===== src/core/bmac_pkg.sv =====
// Package for the beacon mode and alarm controller: map, fields, timing
package bmac_pkg;

  // Clock rate and the one-second tick derived from it
  localparam int unsigned CLK_HZ = 40_000_000;
  localparam int unsigned TICK_S = 1;
  localparam int unsigned TICK_CYCLES = CLK_HZ * TICK_S;

  // Timing in seconds, sync pulse in milliseconds, as documented or chosen
  localparam int unsigned SYNC_PERIOD_S = 6;
  localparam int unsigned OVERRIDE_HOURS = 8;
  localparam int unsigned OVERRIDE_S = OVERRIDE_HOURS * 3600;
  localparam int unsigned PEC_STARTUP_S = 60;
  localparam int unsigned FLASH_PERIOD_S = 3;
  localparam int unsigned PHOTOCELL_ALARM_LAMP_S = 86400;
  localparam int unsigned SYNC_PULSE_MS = 100;
  localparam int unsigned SYNC_PULSE_CYCLES = (CLK_HZ / 1000) * SYNC_PULSE_MS;
  localparam logic [1:0] RED_MISS_LIMIT = 2'h3;

  // APB register byte addresses
  localparam logic [11:0] CTRL_ADDR = 12'h000;
  localparam logic [11:0] STATUS_ADDR = 12'h004;
  localparam logic [11:0] INT_STAT_ADDR = 12'h008;
  localparam logic [11:0] INT_MASK_ADDR = 12'h00c;

  // Control register fields and reset value
  localparam int CTRL_MASTER_BIT = 0;
  localparam int CTRL_MARKERS_BIT = 1;
  localparam logic [1:0] CTRL_RESET = 2'h0;

  // Status register fields
  localparam int STAT_NIGHT_BIT = 0;
  localparam int STAT_OVERRIDE_BIT = 1;
  localparam int STAT_OVR_DONE_BIT = 2;
  localparam int STAT_TRIGGER_BIT = 3;
  localparam int STAT_ALARM_LSB = 4;
  localparam int STAT_MISS_LSB = 8;

  // Interrupt status and mask layout
  localparam int INT_WIDTH = 5;
  localparam int INT_MODE_BIT = 4;
  localparam logic [INT_WIDTH-1:0] INT_MASK_RESET = 5'h00;

  // Intensity select switch encoding
  localparam logic [1:0] SW_AUTO = 2'h0;
  localparam logic [1:0] SW_DAY = 2'h1;
  localparam logic [1:0] SW_NIGHT = 2'h2;

  typedef enum logic [1:0] {
    ST_DAY = 2'b01,
    ST_NIGHT = 2'b10
  } bmac_mode_t;

  typedef struct packed {
    logic marker;
    logic pec;
    logic night_err;
    logic red;
  } bmac_alarm_t;

endpackage


===== src/core/bmac_ctrl.sv =====
// Beacon mode selection, flash supervision, alarms, lamps and APB registers
//
// Behaviour
// RULE_01 - Day lamp in day, night lamp in night
// RULE_02 - Markers on only at night when installed
// RULE_03 - Sync lamp flicks every six seconds
// RULE_04 - Flash_lamp_a lamp toggles on each valid flash
// RULE_05 - Photocell alarm when photocell never changes state
// RULE_06 - Red alarm after three missed night flashes
// RULE_07 - Night error while night flashes go unconfirmed
// RULE_08 - Marker alarm follows marker sense failure
// RULE_09 - Trigger lamp follows trigger voltage present
// RULE_10 - Strobe never fires in day mode
// RULE_11 - Night flashes use low intensity
// RULE_12 - Forced switch position starts eight-hour timer
// RULE_13 - Eight hours forced returns to automatic
// RULE_14 - Master sends mode and sync to slaves
// RULE_15 - Photocell ignored up to one minute after power-up
// RULE_16 - Slaves follow master, day when disconnected
// RULE_17 - Missed count clears on flash, night entry
// RULE_18 - Timer restarts on forced change, clears on auto
`timescale 1ns/1ps

module bmac_ctrl
  import bmac_pkg::*;
#(
  parameter int unsigned TICK_LEN = TICK_CYCLES,
  parameter int unsigned OVERRIDE_LEN_S = OVERRIDE_S,
  parameter int unsigned PHOTOCELL_ALARM_LAMP_LEN_S = PHOTOCELL_ALARM_LAMP_S,
  parameter int unsigned SYNC_PULSE_LEN = SYNC_PULSE_CYCLES
) (
  input wire logic pclk,
  input wire logic presetn,
  input wire logic psel,
  input wire logic penable,
  input wire logic pwrite,
  input wire logic [11:0] paddr,
  input wire logic [31:0] pwdata,
  output logic [31:0] prdata,
  output logic pready,
  output logic pslverr,
  input wire logic [1:0] intensity_select_switch,
  input wire logic photocell_dark,
  input wire logic flash_detect,
  input wire logic marker_sense_fail,
  input wire logic trigger_voltage_present,
  output logic strobe_fire,
  output logic strobe_low_intensity,
  output logic marker_relay,
  output logic day_mode_lamp,
  output logic night_mode_lamp,
  output logic marker_on_lamp,
  output logic sync_lamp,
  output logic flash_lamp_a,
  output logic photocell_alarm_lamp,
  output logic red_alarm_lamp,
  output logic night_intensity_error_lamp,
  output logic marker_failure_lamp,
  output logic trigger_supply_lamp,
  output logic interconnect_sync_line,
  output logic interconnect_mode_line,
  output logic irq
);

  function automatic logic sw_forced(input logic [1:0] sw);
    return (sw == SW_DAY) || (sw == SW_NIGHT);
  endfunction

  bmac_mode_t mode_reg;
  bmac_alarm_t alarm_reg, alarm_prev_reg;
  logic [1:0] ctrl_reg, sw_prev_reg, flash_sec_reg, miss_reg;
  logic [INT_WIDTH-1:0] int_stat_reg, int_mask_reg, int_events;
  logic [31:0] tick_cnt_reg, sync_pulse_reg, ovr_sec_reg, pec_sec_reg;
  logic [2:0] sync_sec_reg;
  logic [5:0] startup_sec_reg;
  logic pec_ready_reg, ovr_done_reg, pec_prev_reg, pending_reg, night_prev_reg;
  logic tick, night_next, override_active, flash_slot, sync_slot, fire, apb_access, apb_done;

  assign apb_access = psel && penable;
  assign apb_done = apb_access && pready;

  // One-second tick; every slower timer counts ticks to keep counters small
  always_ff @(posedge pclk or negedge presetn) begin
    if (!presetn) begin
      tick_cnt_reg <= 32'h0;
    end else if (tick_cnt_reg == TICK_LEN - 1) begin
      tick_cnt_reg <= 32'h0;
    end else begin
      tick_cnt_reg <= tick_cnt_reg + 32'h1;
    end
  end
  assign tick = (tick_cnt_reg == TICK_LEN - 1);

  // Sync and flash slots run in both modes so slaves stay aligned
  always_ff @(posedge pclk or negedge presetn) begin
    if (!presetn) begin
      sync_sec_reg <= 3'h0;
      flash_sec_reg <= 2'h0;
    end else if (tick) begin
      sync_sec_reg <= (sync_sec_reg == 3'(SYNC_PERIOD_S - 1)) ? 3'h0 : sync_sec_reg + 3'h1;
      flash_sec_reg <= (flash_sec_reg == 2'(FLASH_PERIOD_S - 1)) ? 2'h0 : flash_sec_reg + 2'h1;
    end
  end
  assign sync_slot = tick && (sync_sec_reg == 3'(SYNC_PERIOD_S - 1));
  assign flash_slot = tick && (flash_sec_reg == 2'(FLASH_PERIOD_S - 1));
  assign fire = flash_slot && (mode_reg == ST_NIGHT); // RULE_10

  // Brief sync flick, also sent on the interconnect by a master
  always_ff @(posedge pclk or negedge presetn) begin
    if (!presetn) begin
      sync_pulse_reg <= 32'h0;
    end else if (sync_slot) begin
      sync_pulse_reg <= SYNC_PULSE_LEN; // RULE_03
    end else if (sync_pulse_reg != 32'h0) begin
      sync_pulse_reg <= sync_pulse_reg - 32'h1;
    end
  end

  // Photocell is not trusted until the startup delay has elapsed
  always_ff @(posedge pclk or negedge presetn) begin
    if (!presetn) begin
      startup_sec_reg <= 6'h0;
      pec_ready_reg <= 1'b0;
    end else if (tick && !pec_ready_reg) begin
      if (startup_sec_reg == 6'(PEC_STARTUP_S - 1)) begin
        pec_ready_reg <= 1'b1; // RULE_15
      end
      startup_sec_reg <= startup_sec_reg + 6'h1;
    end
  end

  // Override timer; a done timer stays done until the switch moves
  always_ff @(posedge pclk or negedge presetn) begin
    if (!presetn) begin
      ovr_sec_reg <= 32'h0;
      ovr_done_reg <= 1'b0;
      sw_prev_reg <= SW_AUTO;
    end else begin
      sw_prev_reg <= intensity_select_switch;
      if (!sw_forced(intensity_select_switch)) begin
        ovr_sec_reg <= 32'h0; // RULE_18
        ovr_done_reg <= 1'b0;
      end else if (intensity_select_switch != sw_prev_reg) begin
        ovr_sec_reg <= 32'h0; // RULE_12 RULE_18
        ovr_done_reg <= 1'b0;
      end else if (tick && !ovr_done_reg) begin
        if (ovr_sec_reg == OVERRIDE_LEN_S - 1) begin
          ovr_done_reg <= 1'b1; // RULE_13
        end
        ovr_sec_reg <= ovr_sec_reg + 32'h1;
      end
    end
  end

  // A position just entered counts as forced before the timer sees it
  assign override_active = sw_forced(intensity_select_switch) &&
      (!ovr_done_reg || intensity_select_switch != sw_prev_reg);

  always_comb begin
    if (override_active) begin
      night_next = (intensity_select_switch == SW_NIGHT); // RULE_12
    end else begin
      night_next = pec_ready_reg && photocell_dark; // RULE_13 RULE_15
    end
  end

  always_ff @(posedge pclk or negedge presetn) begin
    if (!presetn) begin
      mode_reg <= ST_DAY;
    end else begin
      unique case (mode_reg)
        ST_DAY: begin
          if (night_next) begin
            mode_reg <= ST_NIGHT;
          end
        end
        ST_NIGHT: begin
          if (!night_next) begin
            mode_reg <= ST_DAY;
          end
        end
      endcase
    end
  end

  // All alarms in one process; a healthy photocell changes at least once a day
  always_ff @(posedge pclk or negedge presetn) begin
    if (!presetn) begin
      pec_sec_reg <= 32'h0;
      pec_prev_reg <= 1'b0;
      alarm_reg <= '0;
      night_prev_reg <= 1'b0;
    end else begin
      pec_prev_reg <= photocell_dark;
      night_prev_reg <= (mode_reg == ST_NIGHT);
      alarm_reg.red <= (mode_reg == ST_NIGHT) && (miss_reg == RED_MISS_LIMIT); // RULE_06
      alarm_reg.night_err <= (mode_reg == ST_NIGHT) && (miss_reg != 2'h0); // RULE_07
      alarm_reg.marker <= marker_sense_fail; // RULE_08
      if (photocell_dark != pec_prev_reg) begin
        pec_sec_reg <= 32'h0;
        alarm_reg.pec <= 1'b0;
      end else if (tick && !alarm_reg.pec) begin
        if (pec_sec_reg == PHOTOCELL_ALARM_LAMP_LEN_S - 1) begin
          alarm_reg.pec <= 1'b1; // RULE_05
        end
        pec_sec_reg <= pec_sec_reg + 32'h1;
      end
    end
  end

  // Missed flashes: a fire with the previous one still unconfirmed is a miss
  always_ff @(posedge pclk or negedge presetn) begin
    if (!presetn) begin
      miss_reg <= 2'h0;
      pending_reg <= 1'b0;
    end else if (mode_reg != ST_NIGHT || !night_prev_reg) begin
      miss_reg <= 2'h0; // RULE_17
      pending_reg <= fire;
    end else if (flash_detect) begin
      miss_reg <= 2'h0; // RULE_17
      pending_reg <= fire;
    end else if (fire) begin
      pending_reg <= 1'b1;
      if (pending_reg && miss_reg != RED_MISS_LIMIT) begin
        miss_reg <= miss_reg + 2'h1;
      end
    end
  end

  // Lamps and field outputs, all registered
  always_ff @(posedge pclk or negedge presetn) begin
    if (!presetn) begin
      strobe_fire <= 1'b0;
      strobe_low_intensity <= 1'b0;
      marker_relay <= 1'b0;
      marker_on_lamp <= 1'b0;
      day_mode_lamp <= 1'b1;
      night_mode_lamp <= 1'b0;
      sync_lamp <= 1'b0;
      trigger_supply_lamp <= 1'b0;
      interconnect_sync_line <= 1'b0;
      interconnect_mode_line <= 1'b0;
    end else begin
      strobe_fire <= fire; // RULE_10
      strobe_low_intensity <= (mode_reg == ST_NIGHT); // RULE_11
      marker_relay <= (mode_reg == ST_NIGHT) && ctrl_reg[CTRL_MARKERS_BIT]; // RULE_02
      marker_on_lamp <= (mode_reg == ST_NIGHT) && ctrl_reg[CTRL_MARKERS_BIT]; // RULE_02
      day_mode_lamp <= (mode_reg == ST_DAY); // RULE_01
      night_mode_lamp <= (mode_reg == ST_NIGHT); // RULE_01
      sync_lamp <= (sync_pulse_reg != 32'h0); // RULE_03
      trigger_supply_lamp <= trigger_voltage_present; // RULE_09
      // Idle lines read as day at a slave, which is its safe fallback
      interconnect_sync_line <= ctrl_reg[CTRL_MASTER_BIT] && (sync_pulse_reg != 32'h0); // RULE_14
      interconnect_mode_line <= ctrl_reg[CTRL_MASTER_BIT] && (mode_reg == ST_NIGHT); // RULE_14 RULE_16
    end
  end

  always_ff @(posedge pclk or negedge presetn) begin
    if (!presetn) begin
      flash_lamp_a <= 1'b0;
    end else if (flash_detect) begin
      flash_lamp_a <= !flash_lamp_a; // RULE_04
    end
  end

  assign photocell_alarm_lamp = alarm_reg.pec; // RULE_05
  assign red_alarm_lamp = alarm_reg.red;
  assign night_intensity_error_lamp = alarm_reg.night_err;
  assign marker_failure_lamp = alarm_reg.marker;

  // Interrupts on alarm rises and mode changes; a new event beats a clear
  always_ff @(posedge pclk or negedge presetn) begin
    if (!presetn) begin
      alarm_prev_reg <= '0;
    end else begin
      alarm_prev_reg <= alarm_reg;
    end
  end
  assign int_events = {(mode_reg == ST_NIGHT) != night_prev_reg, alarm_reg & ~alarm_prev_reg};

  always_ff @(posedge pclk or negedge presetn) begin
    if (!presetn) begin
      int_stat_reg <= '0;
    end else if (apb_done && pwrite && paddr == INT_STAT_ADDR) begin
      int_stat_reg <= (int_stat_reg & ~pwdata[INT_WIDTH-1:0]) | int_events;
    end else begin
      int_stat_reg <= int_stat_reg | int_events;
    end
  end

  always_ff @(posedge pclk or negedge presetn) begin
    if (!presetn) begin
      irq <= 1'b0;
    end else begin
      irq <= |(int_stat_reg & int_mask_reg);
    end
  end

  // APB slave: one wait state so read data leaves a flop
  always_ff @(posedge pclk or negedge presetn) begin
    if (!presetn) begin
      pready <= 1'b0;
      pslverr <= 1'b0;
      prdata <= 32'h0;
    end else begin
      pready <= apb_access && !pready;
      pslverr <= 1'b0;
      prdata <= 32'h0;
      if (apb_access && !pready) begin
        unique case (paddr)
          CTRL_ADDR: prdata <= {30'h0, ctrl_reg};
          STATUS_ADDR: begin
            prdata[STAT_NIGHT_BIT] <= (mode_reg == ST_NIGHT);
            prdata[STAT_OVERRIDE_BIT] <= override_active;
            prdata[STAT_OVR_DONE_BIT] <= ovr_done_reg;
            prdata[STAT_TRIGGER_BIT] <= trigger_supply_lamp;
            prdata[STAT_ALARM_LSB +: 4] <= alarm_reg;
            prdata[STAT_MISS_LSB +: 2] <= miss_reg;
          end
          INT_STAT_ADDR: prdata <= {27'h0, int_stat_reg};
          INT_MASK_ADDR: prdata <= {27'h0, int_mask_reg};
          default: pslverr <= 1'b1;
        endcase
      end
    end
  end

  always_ff @(posedge pclk or negedge presetn) begin
    if (!presetn) begin
      ctrl_reg <= CTRL_RESET;
      int_mask_reg <= INT_MASK_RESET;
    end else if (apb_done && pwrite) begin
      if (paddr == CTRL_ADDR) begin
        ctrl_reg <= pwdata[1:0];
      end
      if (paddr == INT_MASK_ADDR) begin
        int_mask_reg <= pwdata[INT_WIDTH-1:0];
      end
    end
  end
endmodule


===== config.mk =====
export PLATFORM = sky130hd
export DESIGN_NAME = bmac_ctrl
export DESIGN_NICKNAME = d
export VERILOG_FILES = /design/src/core/bmac_pkg.sv /design/src/core/bmac_ctrl.sv
export SDC_FILE = /design/constraint.sdc
export NUM_CORES = 1
export LEC_CHECK = 0
export BUFFER_PORTS_ARGS = -buffer_cell sky130_fd_sc_hd__buf_4
export CAP_MARGIN = 30
export CORE_UTILIZATION = 55
export CTS_CLUSTER_SIZE = 40
export DETAILED_ROUTE_END_ITERATION = 10
export PLACE_DENSITY = 0.76
export SYNTH_ARGS = -nofsm -noshare
export SYNTH_HDL_FRONTEND = slang
export SYNTH_SLANG_ARGS = --single-unit

===== constraint.sdc =====
create_clock -name pclk -period 3.22 [get_ports pclk]
set_input_delay 0.483 -clock pclk [delete_from_list [all_inputs] [get_ports pclk]]
set_output_delay 0.483 -clock pclk [all_outputs]
set_load 0.02 [all_outputs]

==> flow_metrics.py, run 1 <==
metrics = {
    "timing": {
        "skew_ps": 13.18,
        "fin_crit_ps": 2662,
        "rsz0062_at_grt": "false",
        "relSlewSlack_pct": 40.51,
        "totalNegativeSetupSlack_ps": 0,
        "hold_viol": 0,
        "timing.final.crit_share_pct": 82.66,
        "worst_pin_slew_ps": 869.8,
        "clock.fmax_mhz": 375.7,
        "setup-violations-final": 0,
        "maxSlewViolCount": 0,
    },
    "setup_path": {
        "ff2ff_path_depth": 5,
        "max_stage_delay_ps": 860,
        "cp.arrival_ps": 2980,
        "r2r-end": "sync_pulse_reg[31]",
        "cpMaxStageDelayCell": "a2111oi_0",
        "ff2ff_setup_slack_ps": 560,
        "path_class": "flip-flop to flip-flop",
        "cp_top_family": "simple AND/OR/NAND/NOR gates",
        "cp_num_buf_inv": 0,
        "end_kind": "flip-flop",
        "crit_required_ps": 3540,
        "start_kind": "flip-flop",
        "rr_startpoint": "sync_pulse_reg[10]",
        "crit_path_max_fanout": 6,
        "crit_chain": "nor4_1 -> nand3_1 -> a2111oi_0 -> nand2_1 -> mux2i_1",
    },
    "logic_synthesis": {
        "netlist_instances": 961,
        "ys.flop_type": "dfrtp_1",
        "ys_ff_latch": 191,
        "synth_common_cells": "dfrtp_1, nor2_1, nand2_1",
        "synth_edf_count": 0,
        "yosysTopAreaCell": "dfrtp_1",
        "seq_area_frac_synth_pct": 50.05,
        "synth.area.top_cells": "dfrtp_1, xnor2_1, xor2_1",
        "synthArstFlopShare_pct": 100.0,
        "syn-mean-instance-area_sq_um": 9.943,
        "synthDistinctLibCells": 62,
        "synth-warning-count": 0,
        "post-synth-top-count-cell": "dfrtp_1",
        "synthDominantCellAreaShare_pct": 49.50,
        "synth_area_sq_um": 9555,
    },
    "cells_and_area": {
        "nNetsFinal": 1093,
        "n_antenna_cell": 0,
        "area_growth_pct": 12.98,
        "drive_gt1_share_pct": 13.53,
        "final.fill_count": 1339,
        "fin_cells": 1262,
    },
    "clock_network": {
        "ctsHoldBuffers": 0,
        "post_cts_resized": 0,
        "clk_path_buf_depth": 2,
        "cts_setup_buffers": 0,
        "htreeDepth": 4,
        "cts_inserted_buffers": 17,
        "cts_tree": "yes",
        "cts_root_buf": "clkbuf_16",
        "cts.sinks": 191,
        "path_clk_slew_ps": 70,
        "clock_latency_ps": 440,
    },
    "pwr": {
        "clockPowerShare_pct": 42.2,
        "combPwrFrac_pct": 6.2,
        "seqPwrFrac_pct": 51.6,
        "intPower_mw": 3.583,
        "p_sw_mw": 1.203,
        "p_leak_nw": 4.710,
        "power_density_nw_per_um2": 443.3,
        "ir_drop_mv": 0.3465,
        "swShare_pct": 25.14,
    },
    "routing": {
        "wl_per_cell_um": 16.38,
        "first_iter_violations": 547,
        "wl_um": 20670,
        "drcViolationCount": 0,
        "viasPerCell": 6.018,
        "num_vias": 7595,
        "drtPass1Iterations": 5,
        "ant_nets": 0,
    },
    "global_route": {
        "track_usage_pct": 24.31,
        "overflow": 0,
        "grt_pass1_vias": 7174,
        "antenna_found_initial": 0,
        "grt_max_degree": 81,
        "grt_pass1_wl_um": 34860,
    },
    "die": {
        "die_w_um": 133.8,
        "die_y_um": 133.8,
        "start_util_pct": 57.01,
        "die-area_sq_um": 17910,
        "core_area_sq_um": 16760,
        "std_cell_rows": 47,
        "io_pins": 105,
    },
    "placement": {
        "io_buffer_count": 55,
        "dpl.cell_count": 1230,
        "dp_hpwl_um": 14060,
        "gp_congestion": 0.8535,
    },
    "status": {
        "outcome": "completed",
    },
    "hold_path": {
        "min_path_type": "input port to asynchronous set/reset pin",
    },
    "flow_run": {
        "drv_cap": 0,
    },
}
-- how the worst max path moves through the flow --
stage	startpoint	slack, ps	endpoint	cells after the start
floorplan	tick_cnt_reg[10]	830	ovr_sec_reg[21]	5
global placement	tick_cnt_reg[24]	650	pec_sec_reg[8]	6
global route	tick_cnt_reg[26]	340	ovr_sec_reg[26]	5
CTS	tick_cnt_reg[24]	590	ovr_sec_reg[20]	6
finish	sync_pulse_reg[10]	560	sync_pulse_reg[31]	5
detailed placement	tick_cnt_reg[24]	610	ovr_sec_reg[26]	5
-- per-layer routing --
| metal | wire length, um | global-route usage [%] | vias up |
|---|---|---|---|
| li1 | - | - | 3619 |
| met1 | 9602 | 34.07 | 3757 |
| met2 | 10010 | 38.92 | 193 |
| met3 | 845 | 4.535 | 26 |
| met4 | 215 | 6.503 | 0 |
| met5 | 0 | 0 | - |
-- per-stage QoR --
step	hold WS, ps	setup slack [ps]	utilization, %	power [mW]	area, sq um
finish	57.09	558.4	64.41	4.786	10800
global placement	410.8	651.7	61.06	2.809	10230
global route	118.8	339.6	64.41	4.956	10800
floorplan	187.4	825.2	-	2.684	9634
detailed placement	406.0	611.9	61.06	2.816	10230
CTS	97.75	585.6	64.41	4.829	10800
-- layout by cell type (no fill, tap or decap), drive strengths merged, types with 14 or more instances in the layout --
master | netlist | layout
or4 | 14 | 14
or3 | 41 | 41
xor2 | 32 | 32
conb | 1 | 22
dfrtp | 189 | 189
nor2 | 73 | 73
inv | 26 | 34
clkbuf | 23 | 19
and2 | 16 | 16
nand2 | 69 | 69
nor3 | 25 | 25
buf | 27 | 77
nand3 | 54 | 54
nor4 | 41 | 41
a21oi | 54 | 54
xnor2 | 36 | 36
o21ai | 45 | 45
nand4 | 43 | 43
-- power by group through the flow --
stage / Combinational (mW) / Clock [mW] / Sequential [mW]
after detailed placement: 0.301 / 0 / 2.52
after CTS: 0.304 / 2.06 / 2.47
final: 0.299 / 2.02 / 2.47
after global placement: 0.297 / 0 / 2.51
after floorplan: 0.150 / 0 / 2.53
after global routing: 0.330 / 2.15 / 2.47
-- worst register-to-register path, cell delays in order (launching register included) --
cell	delay [ps]
dfrtp_1	400
nor4_1	610
nand3_1	370
a2111oi_0	860
nand2_1	150
mux2i_1	150
-- logic make-up after synthesis --
logic type,Yosys count,share of synthesized area (%)
mux,21,2.632
fa+ha+maj,9,1.178
buf+inv,76,3.954
compound gates,149,9.219
xor+xnor,68,6.233
simple gates,446,26.70
other cells,1,0.03924
flops,191,50.05
-- layout make-up --
cell class                 instances  area, sq um  area share, %
clock buffer                      18        439.2          4.068
clock inverter                    14        122.6          1.136
timing repair buffer              78        604.3          5.598
sequential                       191         4782          44.30
multi-input combinational        715         4474          41.45
inverter                          26        97.59         0.9040
tap                              220        275.3          2.550
No activity file was read; power rests on OpenSTA's default activity.
==> inputs of run 2 (changes only) <==
--- a/config.mk
+++ b/config.mk
@@ -7,7 +7,7 @@
 export LEC_CHECK = 0
 export BUFFER_PORTS_ARGS = -buffer_cell sky130_fd_sc_hd__buf_4
 export CAP_MARGIN = 30
-export CORE_UTILIZATION = 55
+export CORE_UTILIZATION = 53
 export CTS_CLUSTER_SIZE = 40
 export DETAILED_ROUTE_END_ITERATION = 10
 export PLACE_DENSITY = 0.76
==> constraint.sdc (replaced) <==
create_clock -name pclk -period 2.22 [get_ports pclk]
set_input_delay 0.333 -clock pclk [delete_from_list [all_inputs] [get_ports pclk]]
set_output_delay 0.333 -clock pclk [all_outputs]
set_load 0.02 [all_outputs]
==> run 2 against run 1 <==
The flow now finishes with violations (negative setup slack). Clock-buffer cell count decreased by 1. Power increased by 48%. Clock power increased by 51%. Critical path depth increased by 3. Fmax increased by 17%. Final cell count increased by 8.6%. Die area increased by 3.7%. Clock skew increased by 2.2 ps. Largest power group unchanged. Design area increased by 11%. Global-route usage increased by 1.3 points. Utilization increased by 4.1 points.
==> flow_metrics.py, run 2 (same netlist as run 1, synthesis figures left out) <==
metrics = {
    "status": {
        "outcome": "complete, but fails checks",
        "failed_checks": "negative setup slack",
    },
    "cells_and_area": {
        "n_antenna_cell": 0,
        "postLayoutCellArea_sq_um": 11970,
        "drive_gt1_share_pct": 25.41,
        "area_growth_pct": 25.31,
        "final.fill_count": 1285,
        "fin_cells": 1370,
        "mostFrequentLayoutCell": "dfrtp_1",
        "final_core_util_pct": 68.51,
        "nNetsFinal": 1196,
        "layout_common_cells": "dfrtp_1, buf_4, nor2_1",
    },
    "routing": {
        "wl_per_cell_um": 16.76,
        "viasPerCell": 5.930,
        "first_iter_violations": 460,
        "drcViolationCount": 0,
        "ant_nets": 0,
        "drtPass1Iterations": 5,
        "wl_um": 22960,
        "num_vias": 8124,
    },
    "global_route": {
        "track_usage_pct": 25.57,
        "grt_pass1_vias": 7793,
        "grt_max_degree": 52,
        "overflow": 0,
        "antenna_found_initial": 0,
        "grt_pass1_wl_um": 37300,
    },
    "clock_network": {
        "cts_root_buf": "clkbuf_16",
        "cts.sinks": 191,
        "cts_tree": "yes",
        "clk_path_buf_depth": 2,
        "htreeDepth": 4,
        "path_clk_slew_ps": 70,
        "clock_latency_ps": 440,
        "cts_inserted_buffers": 17,
    },
    "flow_run": {
        "drv_cap": 0,
    },
    "setup_path": {
        "ff2ff_path_depth": 8,
        "ff2ff_setup_slack_ps": -60,
        "path_class": "flip-flop to flip-flop",
        "end_kind": "flip-flop",
        "start_kind": "flip-flop",
        "crit_required_ps": 2580,
        "crit_path_max_fanout": 6,
        "cp.arrival_ps": 2650,
    },
    "pwr": {
        "total_power_mw": 7.102,
        "ir_drop_mv": 0.4881,
        "power_density_nw_per_um2": 593.2,
        "p_leak_nw": 5.368,
    },
    "timing": {
        "timing.final.crit_share_pct": 102.9,
        "fin_ws_ps": -64.21,
        "worst_hold_slack_ps": 31.54,
        "rsz0062_at_grt": "true",
        "relSlewSlack_pct": 62.20,
        "maxSlewViolCount": 0,
        "fin_crit_ps": 2284,
        "skew_ps": 15.42,
        "hold_viol": 0,
        "totalNegativeSetupSlack_ps": -513.8,
        "clock.fmax_mhz": 437.8,
        "setup-violations-final": 21,
        "worst_pin_slew_ps": 564.3,
    },
    "die": {
        "die_y_um": 136.3,
        "io_pins": 105,
        "die_w_um": 136.3,
        "std_cell_rows": 48,
        "core_area_sq_um": 17480,
        "die-area_sq_um": 18570,
        "start_util_pct": 54.67,
    },
    "placement": {
        "io_buffer_count": 55,
        "gp_congestion": 0.8628,
        "dpl-instance-area_sq_um": 10910,
        "dpl.cell_count": 1320,
        "post-place-ws_ps": -173.6,
        "dp_hpwl_um": 15520,
    },
    "hold_path": {
        "min_path_type": "input port to flip-flop",
        "holdPathStages": 1,
    },
}
-- run 2: changes by cell type in the layout (fill, tap and decap cells not counted), moves of 5 or more --
cell | before | now
buf_4 | 76 | 160
a21oi_1 | 54 | 41
a21oi_2 | 0 | 13
buf_6 | 0 | 12
o21ai_0 | 45 | 37
or3_1 | 41 | 34
or3_4 | 0 | 7
nor4_1 | 36 | 30
o21ai_1 | 0 | 5
-- run 2: layout make-up --
cell class | count | area [sq um] | share of cell area [%]
multi-input combinational | 715 | 4771 | 39.84
clock inverter | 15 | 166.4 | 1.390
sequential | 191 | 4782 | 39.94
clock buffer | 17 | 425.4 | 3.553
tap | 225 | 281.5 | 2.351
inverter | 26 | 97.59 | 0.8150
timing repair buffer | 181 | 1450 | 12.11
-- run 2: worst max-delay path: stages, from the launching register on --
cell,delay [ps]
dfrtp_1,380
or4bb_4,560
nor4_4,220
buf_4,180
nand3b_1,160
buf_6,180
buf_6,110
or3_1,300
a21oi_1,130
-- run 2: per-layer routing --
metal | share of wire (%) | vias to the layer above | global-route usage [%]
met5 | 0 | - | 0
met4 | 1.9 | 0 | 8.827
met3 | 4.5 | 41 | 5.369
met2 | 50 | 216 | 41.88
met1 | 43 | 4051 | 33.59
li1 | - | 3816 | -
-- run 2: timing repair --
item / 4_1_cts / 5_1_grt
resized for setup: 10 / 68
endpoints found under the setup margin: 31 / 73
endpoints found under the hold margin: 49 / 0
gates cloned: 2 / 1
pin swaps: 16 / 25
setup buffers: 5 / 7
hold buffers: 3 / 0
-- run 2: path summary, 6_finish.rpt --
kind	from	endpoint
worst min register to register	mode_reg[1]	day_mode_lamp
worst max-delay path	tick_cnt_reg[20]	ovr_sec_reg[6]
worst max register to register	tick_cnt_reg[20]	ovr_sec_reg[6]
min in group asynchronous	presetn	pslverr
worst min-delay path	intensity_select_switch[0]	sw_prev_reg[0]
max in group asynchronous	presetn	pec_sec_reg[13]
-- run 2: power breakdown --
| group | switching (mW) | total [mW] | internal (mW) |
|---|---|---|---|
| registers | 0.0340 | 3.58 | 3.54 |
| clock network | 1.53 | 3.05 | 1.52 |
| logic | 0.304 | 0.478 | 0.174 |
==> inputs of run 3 (changes only) <==
--- a/config.mk
+++ b/config.mk
@@ -5,12 +5,13 @@
 export SDC_FILE = /design/constraint.sdc
 export NUM_CORES = 1
 export LEC_CHECK = 0
+export ABC_AREA = 1
 export BUFFER_PORTS_ARGS = -buffer_cell sky130_fd_sc_hd__buf_4
 export CAP_MARGIN = 30
-export CORE_UTILIZATION = 53
+export CORE_UTILIZATION = 54
 export CTS_CLUSTER_SIZE = 40
 export DETAILED_ROUTE_END_ITERATION = 10
-export PLACE_DENSITY = 0.76
+export PLACE_DENSITY = 0.77
 export SYNTH_ARGS = -nofsm -noshare
 export SYNTH_HDL_FRONTEND = slang
 export SYNTH_SLANG_ARGS = --single-unit
==> constraint.sdc (replaced) <==
create_clock -name pclk -period 2.22 [get_ports pclk]
set_input_delay 0.333 -clock pclk [delete_from_list [all_inputs] [get_ports pclk]]
set_output_delay 0.333 -clock pclk [all_outputs]
set_load 0.01 [all_outputs]
==> run 3 against run 2 <==
The flow now finishes without violations. Power grew 4.8%. Flip-flop and latch count is the same. Wire length grew 21%. Clock power grew 7%. Global-route usage grew 1.5 points. Largest power group unchanged. Highest routed layer unchanged.
==> flow_metrics.py, run 3 <==
metrics = {
    "status": {
        "outcome": "completed",
    },
    "routing": {
        "viasPerCell": 5.296,
        "wl_um": 27700,
        "wl_per_cell_um": 14.31,
        "drtPass1Iterations": 6,
        "num_vias": 10253,
        "ant_nets": 0,
        "first_iter_violations": 760,
        "drcViolationCount": 0,
    },
    "logic_synthesis": {
        "post-synth-top-count-cell": "nand2_1",
        "seq_area_frac_synth_pct": 42.60,
        "syn-mean-instance-area_sq_um": 7.113,
        "synthArstFlopShare_pct": 100.0,
        "ys.flop_type": "dfrtp_1",
        "synthAdderAreaFrac_pct": 1.003,
        "synth.area.top_cells": "dfrtp_1, nand2_1, nor2_1",
        "synth-warning-count": 0,
        "synth_common_cells": "nand2_1, nor2_1, inv_1",
        "yosysTopAreaCell": "dfrtp_1",
        "synthMuxAreaShare_pct": 0,
        "synthDistinctLibCells": 41,
        "ys_ff_latch": 191,
        "synth_edf_count": 0,
        "netlist_instances": 1578,
        "synth_xor_area_share_pct": 4.448,
        "synth_area_sq_um": 11220,
        "synth_top_family_by_area": "simple AND/OR/NAND/NOR gates",
        "synth_compound_area_share_pct": 4.648,
        "synth_simple_gate_area_share_pct": 37.69,
        "synthDominantCellAreaShare_pct": 42.14,
    },
    "setup_path": {
        "cp_num_buf_inv": 1,
        "crit_chain": "ha_1 -> nand2_1 -> nor2_4 -> nand2_4 -> nor2_4 -> nand3_4 -> nand2_4 -> inv_2 -> nand2_1 -> o21ai_0",
        "cpMaxStageDelayCell": "dfrtp_1",
        "max_stage_delay_ps": 380,
        "cp_top_family": "simple AND/OR/NAND/NOR gates",
        "cp.arrival_ps": 2310,
        "start_kind": "flip-flop",
        "crit_required_ps": 2530,
        "crit_path_max_fanout": 19,
        "end_kind": "flip-flop",
        "path_class": "flip-flop to flip-flop",
    },
    "pwr": {
        "power_density_nw_per_um2": 588.0,
        "clockPowerShare_pct": 43.7,
        "ir_drop_mv": 0.5320,
        "swShare_pct": 24.89,
        "combPwrFrac_pct": 7.7,
        "intPower_mw": 5.588,
        "seqPwrFrac_pct": 48.6,
        "p_sw_mw": 1.852,
        "p_leak_nw": 6.291,
    },
    "timing": {
        "hold_viol": 0,
        "skew_ps": 14.76,
        "clock.fmax_mhz": 500.0,
        "fin_crit_ps": 2000,
        "relSlewSlack_pct": 63.23,
        "worst_pin_slew_ps": 551.5,
        "setup-violations-final": 0,
        "totalNegativeSetupSlack_ps": 0,
        "maxSlewViolCount": 0,
        "rsz0062_at_grt": "false",
        "timing.final.crit_share_pct": 90.09,
    },
    "clock_network": {
        "clk_path_buf_depth": 2,
        "htreeDepth": 4,
        "cts_tree": "yes",
        "clock_latency_ps": 440,
        "cts_inserted_buffers": 17,
        "path_clk_slew_ps": 70,
        "cts_root_buf": "clkbuf_16",
        "cts_setup_buffers": 0,
        "post_cts_resized": 0,
        "cts.sinks": 191,
    },
    "die": {
        "die_y_um": 146.2,
        "std_cell_rows": 52,
        "core_area_sq_um": 20300,
        "die_w_um": 146.2,
        "die-area_sq_um": 21370,
        "io_pins": 105,
        "start_util_pct": 55.29,
    },
    "cells_and_area": {
        "nNetsFinal": 1717,
        "mostFrequentLayoutCell": "nand2_1",
        "layout_common_cells": "nand2_1, nor2_1, inv_1",
        "postLayoutCellArea_sq_um": 12650,
        "n_antenna_cell": 0,
        "drive_gt1_share_pct": 9.004,
        "area_growth_pct": 12.74,
    },
    "hold_path": {
        "min_path_type": "input port to flip-flop",
    },
    "placement": {
        "io_buffer_count": 55,
        "gp_congestion": 0.9271,
        "dpl-instance-area_sq_um": 12010,
        "dp_hpwl_um": 20310,
    },
    "flow_run": {
        "drv_cap": 0,
    },
    "global_route": {
        "grt_max_degree": 63,
        "antenna_found_initial": 0,
        "track_usage_pct": 27.08,
        "grt_pass1_wl_um": 46600,
        "grt_pass1_vias": 9641,
        "overflow": 0,
    },
}
run 3: stage by stage:
stage	utilization (%)	instances	power, mW	setup WS [ps]	hold WS (ps)
detailed placement	59.14	1901	4.247	221.7	371.8
floorplan	-	1599	3.958	509.1	37.41
finish	62.34	1936	7.441	219.9	30.91
global route	62.34	1936	7.702	25.45	24.35
CTS	62.34	1936	7.499	203.5	21.63
global placement	59.14	1901	4.235	275.3	364.6
run 3: worst paths after layout:
path,slack [ps],end,cells past startpoint,start
max,220,ovr_sec_reg[9],10,tick_cnt_reg[0]
min,30,sw_prev_reg[0],1,intensity_select_switch[0]
max reg2reg,220,ovr_sec_reg[9],10,tick_cnt_reg[0]
min reg2reg,420,alarm_prev_reg[3],0,marker_failure_lamp
max in group asynchronous,1080,sync_pulse_reg[21],3,presetn
min in group asynchronous,460,tick_cnt_reg[29],2,presetn
run 3: logic make-up (layout without fill, tap and decap cells):
kind of cell | count (synthesis) | after routing
adders and majority gates | 9 | 9
AOI/OAI and AO/OA | 99 | 99
buffers and inverters | 247 | 314
and+or+nand+nor | 974 | 974
xor gates and xnor gates | 57 | 57
DFF | 191 | 191
other | 1 | 22
run 3: cell type report:
class | count | area [sq um]
fill | 1837 | 7645
multi-input combinational | 1161 | 5454
sequential | 191 | 4782
inverter | 202 | 759.5
timing repair buffer | 80 | 701.9
clock buffer | 18 | 439.2
tap | 270 | 337.8
clock inverter | 14 | 180.2
run 3: layer usage:
layer	share of wire, %	vias up	track usage (%)
met4	1.9	0	7.760
met5	0	-	0
met1	43	4809	35.37
li1	-	5111	-
met3	5.1	44	4.500
met2	50	289	46.33
run 3: power groups by stage:
stage	Sequential, mW	Combinational [mW]	Clock (mW)
2_1_floorplan	3.68	0.278	0
6_report	3.61	0.576	3.25
3_5_place_dp	3.68	0.569	0
4_1_cts	3.61	0.586	3.30
5_1_grt	3.62	0.630	3.45
3_3_place_gp	3.68	0.560	0
run 3: worst register-to-register path, delay by kind of cell, from the launching register on:
family / cells / cell delay, ps
AO/OA/AOI/OAI: 1 / 80
adder cells (fa/ha/maj): 1 / 200
buffers and inverters: 1 / 180
flip-flops: 1 / 380
AND/OR/NAND/NOR: 7 / 1030
run 3: repair_timing:
action	CTS	global route
endpoints found under the setup margin	0	0
hold endpoints to repair	57	0
hold buffers	3	0
